## config.mk

```make
export PLATFORM = sky130hd
export DESIGN_NAME = byte_subtract_xor_swap_alu
export DESIGN_NICKNAME = d
export VERILOG_FILES = /design/src/alu_pkg.sv /design/src/byte_subtract_xor_swap_alu.sv
export SDC_FILE = /design/constraint.sdc
export NUM_CORES = 1
export LEC_CHECK = 0
export BUFFER_PORTS_ARGS = -buffer_cell sky130_fd_sc_hd__clkbuf_2
export CAP_MARGIN = 0
export CORE_MARGIN = 5
export CORE_UTILIZATION = 44
export DETAILED_ROUTE_END_ITERATION = 8
export PLACE_DENSITY = 0.78
export SLEW_MARGIN = 20
export SYNTH_ARGS = -nofsm -noshare
export SYNTH_HDL_FRONTEND = slang
export SYNTH_SLANG_ARGS = --single-unit
```

## constraint.sdc

```tcl
create_clock -name clk -period 0.95 [get_ports clk]
set_clock_uncertainty 0.2 [all_clocks]
set_input_delay 0 -clock clk [delete_from_list [all_inputs] [get_ports clk]]
set_output_delay 0 -clock clk [all_outputs]
set_load 0.05 [all_outputs]
```

## src/alu_pkg.sv

```systemverilog
// shared constants and carriers for the byte subtract/xor/swap datapath
`default_nettype none

package alu_pkg;

    localparam int unsigned data_w = 8;
    localparam int unsigned addr_w = 7;
    localparam logic [7:0] work_rst = 8'h00;
    localparam logic flag_rst = 1'b0;
    localparam logic [6:0] addr_max = 7'h7f;
    localparam logic dest_work = 1'b0;
    localparam logic dest_file = 1'b1;

    typedef enum logic [1:0] {
        sub_work_from_file = 2'b00,
        xor_work_with_file = 2'b01,
        nibble_swap_file = 2'b10,
        xor_literal_with_work = 2'b11
    } op_t;

    // one decoded instruction from the decoder
    typedef struct packed {
        logic valid;
        op_t op;
        logic dest;
        logic [6:0] addr;
        logic [7:0] literal;
    } instr_t;

    // write back to the register file
    typedef struct packed {
        logic we;
        logic [6:0] addr;
        logic [7:0] data;
    } file_wr_t;

    typedef struct packed {
        logic carry;
        logic digit_carry_flag;
        logic zero;
    } flags_t;

endpackage

`default_nettype wire

```

## src/byte_subtract_xor_swap_alu.sv

```systemverilog
// single-cycle byte datapath: subtract, xor with file, nibble swap, xor literal
// Functional notes
// - subtract computes file minus working, 8-bit two's complement
// - carry and digit carry are 1 unless working exceeds file value/nibble
// - destination 0 writes working register, 1 writes addressed file register, except xor literal which always writes working
// - xor with file updates only zero, result routed by destination
// - nibble swap exchanges nibbles and leaves all flags alone
// - nibble swap result goes to working or file per destination
// - xor literal writes working register, updates only zero
`timescale 1ns/1ps
`default_nettype none

module byte_subtract_xor_swap_alu (
    input wire logic clk,
    input wire logic arst_n,
    input wire alu_pkg::instr_t instr,
    output logic [6:0] file_rd_addr,
    input wire logic [7:0] file_rd_data,
    output alu_pkg::file_wr_t file_wr,
    output logic [7:0] work_q,
    output alu_pkg::flags_t flags_q
);

    ////////////////////////////////////////////////////////////////////////
    logic rst_meta_q;
    logic rst_sync_q;

    // reset takes hold at once but lets go only on a clock edge, two flops later,
    // so no register leaves reset on an edge that the async release could race
    always_ff @(posedge clk or negedge arst_n)
    begin
        if (!arst_n)
        begin
            rst_meta_q <= 1'b0;
            rst_sync_q <= 1'b0;
        end
        else
        begin
            rst_meta_q <= 1'b1;
            rst_sync_q <= rst_meta_q;
        end
    end

    ////////////////////////////////////////////////////////////////////////
    logic [7:0] result;
    logic [8:0] diff;
    logic [4:0] low_diff;
    logic upd_z;
    logic upd_c;
    logic to_file;

    // read port is combinational; file value arrives in the same cycle
    // address range
    assign file_rd_addr = instr.addr;

    // inverse plus one keeps the carry out equal to no borrow, as the flag wants
    // file minus working
    assign diff = {1'b0, file_rd_data} + {1'b0, ~work_q} + 9'h001;
    assign low_diff = {1'b0, file_rd_data[3:0]} + {1'b0, ~work_q[3:0]} + 5'h01;

    always_comb
    begin
        result = 8'h00;
        upd_z = 1'b0;
        upd_c = 1'b0;
        // all four codes are legal, so no default arm
        unique case (instr.op)
            alu_pkg::sub_work_from_file:
            begin
                result = diff[7:0];
                upd_z = 1'b1;
                upd_c = 1'b1;
            end
            alu_pkg::xor_work_with_file:
            begin
                result = work_q ^ file_rd_data;
                upd_z = 1'b1;
            end
            alu_pkg::nibble_swap_file:
            begin
                result = {file_rd_data[3:0], file_rd_data[7:4]};
            end
            alu_pkg::xor_literal_with_work:
            begin
                result = work_q ^ instr.literal;
                upd_z = 1'b1;
            end
        endcase
    end

    // destination select; applies to swap too
    assign to_file = instr.valid && instr.dest == alu_pkg::dest_file
                     && instr.op != alu_pkg::xor_literal_with_work;

    ////////////////////////////////////////////////////////////////////////
    always_ff @(posedge clk or negedge rst_sync_q)
    begin
        if (!rst_sync_q)
            work_q <= alu_pkg::work_rst;
        else if (instr.valid && !to_file)
            work_q <= result;
    end

    always_ff @(posedge clk or negedge rst_sync_q)
    begin
        if (!rst_sync_q)
            file_wr <= '0;
        else
        begin
            // write-back lands one edge after the op; a read of the same byte in the
            // very next cycle sees the old value unless the file forwards it
            file_wr.we <= to_file;
            file_wr.addr <= instr.addr;
            file_wr.data <= result;
        end
    end

    always_ff @(posedge clk or negedge rst_sync_q)
    begin
        if (!rst_sync_q)
            flags_q <= '{carry: alu_pkg::flag_rst, digit_carry_flag: alu_pkg::flag_rst,
                         zero: alu_pkg::flag_rst};
        else if (instr.valid)
        begin
            if (upd_z)
                flags_q.zero <= (result == 8'h00);
            // carry and digit carry move only on a subtract
            // borrow is inverted carry
            if (upd_c)
            begin
                flags_q.carry <= diff[8];
                flags_q.digit_carry_flag <= low_diff[4];
            end
        end
    end

    ////////////////////////////////////////////////////////////////////////
    chk_sub_result: assert property (@(posedge clk) disable iff (!rst_sync_q)
        instr.valid && instr.op == alu_pkg::sub_work_from_file && !to_file
        |=> work_q == 8'($past(file_rd_data) - $past(work_q)))
        else $error("subtract result wrong");
    chk_sub_carry: assert property (@(posedge clk) disable iff (!rst_sync_q)
        instr.valid && instr.op == alu_pkg::sub_work_from_file
        |=> flags_q.carry == ($past(work_q) <= $past(file_rd_data))
            && flags_q.digit_carry_flag == ($past(work_q[3:0]) <= $past(file_rd_data[3:0])))
        else $error("subtract carry wrong");
    chk_dest_file: assert property (@(posedge clk) disable iff (!rst_sync_q)
        instr.valid && instr.dest && instr.op != alu_pkg::xor_literal_with_work
        |=> file_wr.we && $stable(work_q) && file_wr.addr == $past(instr.addr))
        else $error("file destination not honoured");
    chk_xor_flags: assert property (@(posedge clk) disable iff (!rst_sync_q)
        instr.valid && instr.op == alu_pkg::xor_work_with_file
        |=> $stable(flags_q.carry) && $stable(flags_q.digit_carry_flag))
        else $error("xor touched carry");
    chk_swap_flags: assert property (@(posedge clk) disable iff (!rst_sync_q)
        instr.valid && instr.op == alu_pkg::nibble_swap_file |=> $stable(flags_q))
        else $error("swap changed flags");
    chk_swap_data: assert property (@(posedge clk) disable iff (!rst_sync_q)
        instr.valid && instr.op == alu_pkg::nibble_swap_file && !instr.dest
        |=> work_q == {$past(file_rd_data[3:0]), $past(file_rd_data[7:4])})
        else $error("swap to working wrong");
    chk_xorlit_work: assert property (@(posedge clk) disable iff (!rst_sync_q)
        instr.valid && instr.op == alu_pkg::xor_literal_with_work
        |=> work_q == ($past(work_q) ^ $past(instr.literal)) && !file_wr.we)
        else $error("literal xor wrong");
    chk_zero_flag: assert property (@(posedge clk) disable iff (!rst_sync_q)
        instr.valid && upd_z |=> flags_q.zero == ($past(result) == 8'h00))
        else $error("zero flag wrong");

    // checks below lean only on the operands, never on the internal result
    chk_sub_file: assert property (@(posedge clk) disable iff (!rst_sync_q)
        instr.valid && instr.op == alu_pkg::sub_work_from_file && instr.dest
        |=> file_wr.data == 8'($past(file_rd_data) - $past(work_q)))
        else $error("subtract write-back wrong");
    chk_sub_zero: assert property (@(posedge clk) disable iff (!rst_sync_q)
        instr.valid && instr.op == alu_pkg::sub_work_from_file
        |=> flags_q.zero == ($past(file_rd_data) == $past(work_q)))
        else $error("subtract zero wrong");
    chk_dest_work: assert property (@(posedge clk) disable iff (!rst_sync_q)
        instr.valid && instr.dest == alu_pkg::dest_work
        |=> !file_wr.we)
        else $error("working destination wrote the file");
    chk_xor_work: assert property (@(posedge clk) disable iff (!rst_sync_q)
        instr.valid && instr.op == alu_pkg::xor_work_with_file && !instr.dest
        |=> work_q == ($past(work_q) ^ $past(file_rd_data)))
        else $error("xor to working wrong");
    chk_xor_file: assert property (@(posedge clk) disable iff (!rst_sync_q)
        instr.valid && instr.op == alu_pkg::xor_work_with_file && instr.dest
        |=> file_wr.data == ($past(work_q) ^ $past(file_rd_data)) && $stable(work_q))
        else $error("xor to file wrong");
    chk_swap_file: assert property (@(posedge clk) disable iff (!rst_sync_q)
        instr.valid && instr.op == alu_pkg::nibble_swap_file && instr.dest
        |=> file_wr.data == {$past(file_rd_data[3:0]), $past(file_rd_data[7:4])})
        else $error("swap to file wrong");
    chk_xorlit_flags: assert property (@(posedge clk) disable iff (!rst_sync_q)
        instr.valid && instr.op == alu_pkg::xor_literal_with_work
        |=> $stable(flags_q.carry) && $stable(flags_q.digit_carry_flag))
        else $error("literal xor touched carry");

    // a bubble must raise no file write and leave working and flags alone
    chk_idle_quiet: assert property (@(posedge clk) disable iff (!rst_sync_q)
        !instr.valid |=> !file_wr.we && $stable(work_q) && $stable(flags_q))
        else $error("idle cycle changed state");

    cov_sub_borrow: cover property (@(posedge clk) disable iff (!rst_sync_q)
        instr.valid && instr.op == alu_pkg::sub_work_from_file ##1 !flags_q.carry);
    cov_xor_zero: cover property (@(posedge clk) disable iff (!rst_sync_q)
        instr.valid && instr.op == alu_pkg::xor_work_with_file ##1 flags_q.zero);
    cov_swap_file: cover property (@(posedge clk) disable iff (!rst_sync_q)
        instr.valid && instr.op == alu_pkg::nibble_swap_file && instr.dest);
    cov_sub_half_borrow: cover property (@(posedge clk) disable iff (!rst_sync_q)
        instr.valid && instr.op == alu_pkg::sub_work_from_file ##1 !flags_q.digit_carry_flag);
    // literal xor with the destination bit set must still land in working
    cov_lit_dest_set: cover property (@(posedge clk) disable iff (!rst_sync_q)
        instr.valid && instr.op == alu_pkg::xor_literal_with_work && instr.dest);

endmodule

`default_nettype wire

```

Yosys cells after proc, flatten, opt, wreduce, memory -nomap -nowiden
Cells that the tools add are included.
- memory bits (read-only): 0
- output and inout bits: 34
- memories: 0
- word-level logic and storage cells: 33
- register bits: 29
- memory bits (writable): 0
- input port bits: 29
- latch bits: 0
- equality and inequality tests: 4
- $mul: 0
- shift-type cells: 0
- reduce and logical (&&, ||, !) cells: 9
- magnitude comparators: 0
- mux-type cells: 3
- divide/modulo/power cells: 0
- bitwise gates (word level): 4
- add/sub/neg operators: 4
- operator list (cell ; number):
    case mux 8 bit (4 select lines) ; 1
    bitwise XOR 8 bit ; 2
    adder 8 x 8 -> 9 bit ; 1
    adder 9 x 1 -> 9 bit (second input constant) ; 1
    zero test 8 bit ; 1
    inverter 8 bit ; 1
    adder 4 x 4 -> 5 bit ; 1
    adder 5 x 1 -> 5 bit (second input constant) ; 1
    equality test 2 bit (second input constant) ; 2
    inverter 4 bit ; 1
    AND reduction 2 bit ; 2
    logical AND 1 bit ; 3
    OR reduction 3 bit ; 1
    equality test 2 x 1 -> 1 bit (second input constant) ; 1
    zero test 2 bit ; 1
    two-way mux 1 bit ; 2
    inequality test 2 bit (second input constant) ; 1
    zero test 1 bit ; 1

Logic depth before layout (Yosys ltp)
Gate-level depths: netlist (run 1).
- depth in word-level cells: 5
- gate-level depth with buffers: 9
- gate-level depth less buffers: 9

Worst setup path after synthesis (run 1)
Ideal clock, no wire load.
- path kind: register -> register
- from: register work_q[0]
- to: register flags_q[0] (netlist name)
- data required time: 628 ps
- stages on the path, launching flop included: 9
- arrival: 2379 ps
- period minus slack after synthesis: 2700 ps
- path buffers: 0
- setup slack: -1750 ps
- library setup time: 122 ps
- path through: dfrtp_1 > ha_1 > fa_1 > nand2b_1 > a21boi_0 > nor3_1 > o41ai_2 > nor4_1 > a32o_1
- cells in the longest elaborated chain, start to end: 5
- elaborated cells on any way between the ends: 7
- classes of those cells: add/sub: 2; mux: 1; bitwise: 3; reduce/logical: 1
- RTL lines (item ; line ; text):
    start, declared ; byte_subtract_xor_swap_alu.sv:20 ; output logic [7:0] work_q,
    start signal, assigned ; byte_subtract_xor_swap_alu.sv:99 ; work_q <= alu_pkg::work_rst;
    start signal, assigned ; byte_subtract_xor_swap_alu.sv:101 ; work_q <= result;
    inverter 8 bit ; byte_subtract_xor_swap_alu.sv:58 ; assign diff = {1'b0, file_rd_data} + {1'b0, ~work_q} + 9'h001;
    adder 8 x 8 -> 9 bit ; byte_subtract_xor_swap_alu.sv:58 ;
    adder 9 x 1 -> 9 bit ; byte_subtract_xor_swap_alu.sv:58 ;
    case mux 8 bit (4 select lines) ; byte_subtract_xor_swap_alu.sv:67 ; unique case (instr.op)
    via result[4] ; byte_subtract_xor_swap_alu.sv:45 ; logic [7:0] result;
    zero test 8 bit ; byte_subtract_xor_swap_alu.sv:126 ; flags_q.zero <= (result == 8'h00);
    end signal, assigned ; byte_subtract_xor_swap_alu.sv:121 ; flags_q <= '{carry: alu_pkg::flag_rst, digit_carry_flag: alu_pkg::flag_rst,
    end, declared ; byte_subtract_xor_swap_alu.sv:21 ; output alu_pkg::flags_t flags_q
The timed path passes the listed nets, and every way through them passes these cells.
A chain may end at the register's enable or synchronous reset.

Worst setup path in the final report (run 1)
Same ends and word-level chain as after synthesis.

==> results.sh, run 1 <==
export IMPL_drt_initial_drc_count=70
export IMPL_hold_violations=9
export IMPL_slew_viol_final=0
export IMPL_end_kind="flip-flop"
export IMPL_final_cell_mix="42 x buf_4, 35 x clkbuf_2, 21 x dfrtp_1"
export IMPL_numCtsBuffers=5
export IMPL_wl_met1_mm=2.25
export IMPL_critPathKind="flip-flop to flip-flop"
export IMPL_worstHoldPathType="flip-flop to async pin"
export IMPL_violations="negative hold slack, negative setup slack"
export IMPL_grt_max_degree=22
export IMPL_layout_commonest_cell="buf_4"
export IMPL_power_frac_seq_pct=22.1
export IMPL_seqCellArea_um2=736
export IMPL_max_freq_mhz=419
export IMPL_fin_crit_ns=2.39
export IMPL_synth_compound_area_share_pct=14.8
export IMPL_final_nets=338
export IMPL_routed_top_layer="met4"
export IMPL_r2r_setup_slack_ns=-1.44
export IMPL_grt_ovfl_total=0
export IMPL_drive_gt1_share_pct=60.5
export IMPL_fin_crit_sh_pct=251
export IMPL_p_switching_mw=3.14
export IMPL_groute_usage_overall_pct=22.1
export IMPL_status="finished, violations left"
export IMPL_synthToLayoutAreaGrowth_pct=89.8
export IMPL_critPathArrivalTime_ns=2.42
export IMPL_initial_core_util_pct=46.1
export IMPL_synth_area_leaders="dfrtp_1 42%, ha_1 5.8%, mux2i_1 5.3%"
export IMPL_p_per_area_nw_per_um2=2390
export IMPL_dieArea_um2=5240
export IMPL_clock_latency_ns=0.29
export IMPL_synth_fa_ha_area_share_pct=7.01
export IMPL_synth_edff_count=0
export IMPL_sw_frac_of_total_pct=40.4
export IMPL_clkSlewWorstSetupHoldPaths_ns=0.07
export IMPL_diodes=0
export IMPL_dpl_hpwl_mm=3.79
export IMPL_cts_root_buffer="clkbuf_8"
export IMPL_synthXorXnorAreaFrac_pct=4.09
export IMPL_grt_pass1_vias=1850
export IMPL_syn_inst=175
export IMPL_route_vias_total=1782
export IMPL_h_tree_depth=2
export IMPL_drv_cap=0
export IMPL_ir_drop_uv=1530
export IMPL_final_antenna_net_count=0
export IMPL_startpoint_type="flip-flop"
export IMPL_ys_warn_count=0
export IMPL_syn_avg_cell_area_um2=9.79
export IMPL_synth_seq_area_share_pct=42.4
export IMPL_muxShareOfSynthArea_pct=7.89
export IMPL_async_flop_share_pct=100
export IMPL_die_x_um=72.4
export IMPL_antenna_found_initial=0
export IMPL_wl_met3_um=364
export IMPL_drtPass1Iterations=4
export IMPL_globalplace_congestion=0.907
export IMPL_required_ns=0.98
export IMPL_core_area_um2=3720
export IMPL_clkSinkCount=29
export IMPL_multi_input_area_um2=1000
export IMPL_tritoncts="built"
export IMPL_row_count=22
export IMPL_routed_wl_mm=5.90
export IMPL_setup_tns_ns=-23.06
export IMPL_netlist_area_leader_share_pct=42.4
export IMPL_syn_area_um2=1710
export IMPL_rsz0062_at_grt="yes"
export IMPL_combPwrFrac_pct=63.2
export IMPL_clk_path_buf_depth=2
export IMPL_synth_area_leader_cell="dfrtp_1"
export IMPL_route_met2_wl_mm=3.13
export IMPL_synth_top_family_by_area="compound AO/OA/AOI/OAI gates"
export IMPL_syn_num_nets=213
export IMPL_die_h_um=72.4
export IMPL_cp_max_fo=2
export IMPL_synth_distinct_cells=44
export IMPL_ys_flop_type="dfrtp_1"
export IMPL_grt_pass1_wl_mm=8.85
export IMPL_remaining_drc_errors=0
export IMPL_vias_per_cell=5.11
export IMPL_holdWs_ns=-0.0948
export IMPL_wl_per_cell_um=16.9
export IMPL_portBuffers=62
export IMPL_finalWorstSetupSlack_ns=-1.44
export IMPL_pwr_share_clk_pct=14.7
export IMPL_setup_viol=46
export IMPL_leakage_nw=1.56
export IMPL_synth_seq_cells=29
export IMPL_fin_area_um2=3250
export IMPL_io_pins=63
export IMPL_fill_cells=189
export IMPL_synth_simple_area_share_pct=13.9
export IMPL_place_inst=322
export IMPL_finalNonFillerCells=349
export IMPL_p_int_mw=4.62
export IMPL_dpl_instance_area_um2=2490
## sequential cells by signal, indices dropped and copies added (netlist names)
register / cells
flags_q: 3
file_wr: 16
rst_sync_q: 1
rst_meta_q: 1
work_q: 8
## routing by layer
| metal | vias to the layer above | global-route usage (%) |
|---|---|---|
| met1 | 858 | 24.8 |
| met3 | 12 | 5.12 |
| li1 | 842 | - |
| met2 | 70 | 41.6 |
| met5 | - | 0 |
| met4 | 0 | 6.15 |
## worst paths after layout
kind / end / cells past startpoint / from
setup / recovery: flags_q[0]$_DFFE_PN0P_ / 8 / work_q[0]$_DFFE_PN0P_
hold reg to reg: file_wr[9]$_DFF_PN0_ / 0 / rst_sync_q$_DFF_PN0_
min in group clk: file_wr[15]$_DFF_PN0_ / 3 / instr[18]
setup reg to reg: flags_q[0]$_DFFE_PN0P_ / 8 / work_q[0]$_DFFE_PN0P_
max in group asynchronous: rst_sync_q$_DFF_PN0_ / 3 / arst_n
hold / removal: file_wr[9]$_DFF_PN0_ / 0 / rst_sync_q$_DFF_PN0_
## area by class of cell
| type | instances | area share [%] |
|---|---|---|
| repair buffers | 131 | 39.4 |
| well taps | 48 | 1.85 |
| inverters | 18 | 2.08 |
| clock inverters | 1 | 0.154 |
| clock buffers | 7 | 2.96 |
| flip-flops and latches | 29 | 22.6 |
| multi-input cells | 115 | 30.9 |
## power by group through the flow
stage	Sequential, mW	Combinational [mW]	Clock [mW]
detailed placement	1.66	3.49	0
global placement	1.65	3.45	0
CTS	1.67	4.51	1.14
floorplan	2.57	1.38	0
global route	1.76	5.15	1.21
finish	1.71	4.90	1.14
## through the flow
stage,worst slack [ns],util (%),power (mW)
after floorplan,-1.43,-,3.94
after global placement,-1.32,67.1,5.10
after detailed placement,-1.41,67.1,5.15
after CTS,-1.39,84.4,7.32
after global routing,-1.50,87.5,8.11
final,-1.44,87.5,7.76
## timing repair
| action | 4_1_cts | 5_1_grt |
|---|---|---|
| endpoints found under the setup margin | 46 | 47 |
| endpoints found under the hold margin | 20 | 12 |
| gates resized for setup | 85 | 36 |
| hold buffers | 10 | 1 |
| buffers inserted | 10 | 7 |
| pin swaps | 10 | 5 |
## worst max-delay path: stages (launching register included)
cell and delay [ns]:
dfrtp_2 0.42, ha_4 0.16, fa_2 0.51, nor2_1 0.05, a211oi_2 0.18, a21oi_2 0.06, nand4bb_1 0.24, nor4_2 0.31
a32o_1 0.20
## cell families after synthesis
group	after synthesis
AO/OA/AOI/OAI	39
flip-flops	29
adder cells (fa/ha/maj)	9
XOR/XNOR	8
multiplexers	12
AND/OR/NAND/NOR	46
other	1
buffers and inverters	31
## cell usage after synthesis (2+ instances only)
cell type,count
a21oi_1,16
buf_2,2
xnor2_1,8
buf_4,8
nor4_1,2
o21ai_1,4
ha_1,8
nor3_1,4
nor2_1,11
a211oi_1,4
o21ai_0,5
nand2_1,13
mux2i_1,9
inv_1,17
nand3_1,3
dfrtp_1,29
nand2b_1,4
a22o_1,2
No activity file was read; power rests on OpenSTA's default activity.
==> inputs of run 2 (changes only) <==
CORE_UTILIZATION = 46   (was 44)
CTS_BUF_LIST = sky130_fd_sc_hd__clkbuf_4   (was default)
PLACE_DENSITY = 0.81   (was 0.78)
==> run 2 against run 1 <==
Net effect: combinational power is 9.6% higher; first-iteration DRC count is 110% higher; the run still ends with negative hold slack, negative setup slack left; register-to-register slack worse by 0.07 ns; design area is 1.3% higher; core utilization is 3.2 points higher; wire length is 32% higher; highest routed layer unchanged; flip-flop and latch count stayed put; die area is 3.8% lower; setup slack worse by 0.068 ns.
==> results.sh, run 2 (synthesis gave the netlist of run 1 again) <==
export IMPL_grt_pass1_vias=2147
export IMPL_p_per_area_nw_per_um2=2380
export IMPL_p_switching_mw=3.44
export IMPL_power_frac_seq_pct=22.2
export IMPL_critPathKind="flip-flop to flip-flop"
export IMPL_largest_reg_flops=16
export IMPL_setup_viol=47
export IMPL_final_cell_mix="44 x buf_4, 35 x clkbuf_2, 21 x dfrtp_1"
export IMPL_antenna_found_initial=0
export IMPL_core_area_um2=3630
export IMPL_required_ns=1.02
export IMPL_drt_initial_drc_count=145
export IMPL_drv_cap=0
export IMPL_violations="negative hold slack, negative setup slack"
export IMPL_leakage_nw=1.58
export IMPL_numCtsBuffers=5
export IMPL_ir_drop_uv=1690
export IMPL_h_tree_depth=2
export IMPL_cp_slowest_cell="fa_2"
export IMPL_row_count=22
export IMPL_clkSinkCount=29
export IMPL_fin_crit_sh_pct=259
export IMPL_layout_commonest_cell="buf_4"
export IMPL_regMostFlops="file_wr"
export IMPL_drtPass1Iterations=4
export IMPL_hold_violations=4
export IMPL_final_nets=344
export IMPL_sw_frac_of_total_pct=43.9
export IMPL_groute_usage_overall_pct=27.7
export IMPL_crit_chain="ha_4 > fa_2 > nor2_2 > a211oi_2 > a21oi_2 > nand4bb_1 > nor4_2 > a32o_1"
export IMPL_globalplace_congestion=0.908
export IMPL_routed_wl_mm=7.82
export IMPL_grt_pass1_wl_mm=10.6
export IMPL_vias_per_cell=5.56
export IMPL_finalWorstSetupSlack_ns=-1.51
export IMPL_cp_max_fo=2
export IMPL_startpoint_type="flip-flop"
export IMPL_pwr_share_clk_pct=9.3
export IMPL_io_pins=63
export IMPL_holdWs_ns=-0.128
export IMPL_rsz0062_at_grt="yes"
export IMPL_critical_path_max_stage_delay_ns=0.53
export IMPL_remaining_drc_errors=0
export IMPL_dpl_hpwl_mm=3.83
export IMPL_synthToLayoutAreaGrowth_pct=92.4
export IMPL_fin_area_um2=3300
export IMPL_portBuffers=62
export IMPL_critPathArrivalTime_ns=2.53
export IMPL_reg_top3="file_wr (16), work_q (8), flags_q (3)"
export IMPL_slew_viol_final=0
export IMPL_final_antenna_net_count=0
export IMPL_wl_per_cell_um=22.0
export IMPL_die_h_um=71.0
export IMPL_combPwrFrac_pct=68.5
export IMPL_dieArea_um2=5040
export IMPL_tritoncts="built"
export IMPL_cts_root_buffer="clkbuf_4"
export IMPL_initial_core_util_pct=47.1
export IMPL_worstHoldPathType="flip-flop to async pin"
export IMPL_drive_gt1_share_pct=61.9
export IMPL_crit_family="adder cells"
export IMPL_cts_hold_buf=11
export IMPL_die_x_um=71.0
export IMPL_clk_path_buf_depth=2
export IMPL_path_buf_inv=0
export IMPL_max_freq_mhz=407
export IMPL_fin_crit_ns=2.46
export IMPL_status="finished, violations left"
export IMPL_route_vias_total=1975
export IMPL_dpl_instance_area_um2=2510
export IMPL_grt_max_degree=26
export IMPL_end_kind="flip-flop"
export IMPL_p_int_mw=4.40
export IMPL_grt_ovfl_total=0
export IMPL_clock_latency_ns=0.34
export IMPL_diodes=0
export IMPL_clkSlewWorstSetupHoldPaths_ns=0.09
## run 2: path summary, 6_finish.rpt
| kind | startpoint | end | slack (ns) | cells past startpoint |
|---|---|---|---|---|
| max reg2reg | work_q[0]$_DFFE_PN0P_ | flags_q[0]$_DFFE_PN0P_ | -1.51 | 8 |
| max in group asynchronous | arst_n | rst_sync_q$_DFF_PN0_ | 0.02 | 3 |
| min in group clk | file_rd_data[3] | flags_q[1]$_DFFE_PN0P_ | -0.05 | 4 |
| min | rst_sync_q$_DFF_PN0_ | file_wr[9]$_DFF_PN0_ | -0.13 | 0 |
| max | work_q[0]$_DFFE_PN0P_ | flags_q[0]$_DFFE_PN0P_ | -1.51 | 8 |
| min reg2reg | rst_sync_q$_DFF_PN0_ | file_wr[9]$_DFF_PN0_ | -0.13 | 0 |
## run 2: area by class of cell
type                    count  area [µm²]
clock inverters             3        12.5
multi-input cells         115        1050
flip-flops and latches     29         736
inverters                  18        67.6
repair buffers            137        1330
well taps                  48        60.1
clock buffers               5        37.5
fillers                   132         338
## run 2: worst reg2reg max path, cell delays in order, from the launching register on
cell,delay [ns]
dfrtp_2,0.43
ha_4,0.17
fa_2,0.54
nor2_2,0.05
a211oi_2,0.21
a21oi_2,0.07
nand4bb_1,0.25
nor4_2,0.27
a32o_1,0.20
## run 2: through the flow
stage | power, mW | setup slack (ns) | std cells | utilization (%) | setup TNS, ns
CTS | 7.11 | -1.42 | 348 | 86.7 | -24.72
global placement | 5.14 | -1.36 | 324 | 69.0 | -18.52
floorplan | 3.94 | -1.43 | 175 | - | -18.49
finish | 7.84 | -1.51 | 355 | 90.7 | -27.05
global route | 8.16 | -1.57 | 355 | 90.7 | -28.83
detailed placement | 5.24 | -1.42 | 324 | 69.0 | -19.73
## run 2: what timing repair did
action | in CTS | in global routing
setup endpoints to repair | 46 | 46
pin swaps | 23 | 16
buffers inserted | 8 | 12
endpoints found under the hold margin | 17 | 5
resized for setup | 95 | 40
## run 2: power groups by stage
| stage | Combinational, mW | Clock [mW] | Sequential, mW |
|---|---|---|---|
| after floorplan | 1.38 | 0 | 2.57 |
| after global placement | 3.50 | 0 | 1.65 |
| after detailed placement | 3.59 | 0 | 1.66 |
| after CTS | 4.71 | 0.721 | 1.68 |
| after global routing | 5.58 | 0.812 | 1.77 |
| final | 5.37 | 0.728 | 1.74 |
## run 2: metal layers
layer  vias up  global-route usage [%]  wire, µm
met4         0                    15.4       519
li1        852                       -         -
met5         -                       0         0
met2       129                    49.1      4140
met1       945                    29.4      2580
met3        49                    7.67       576
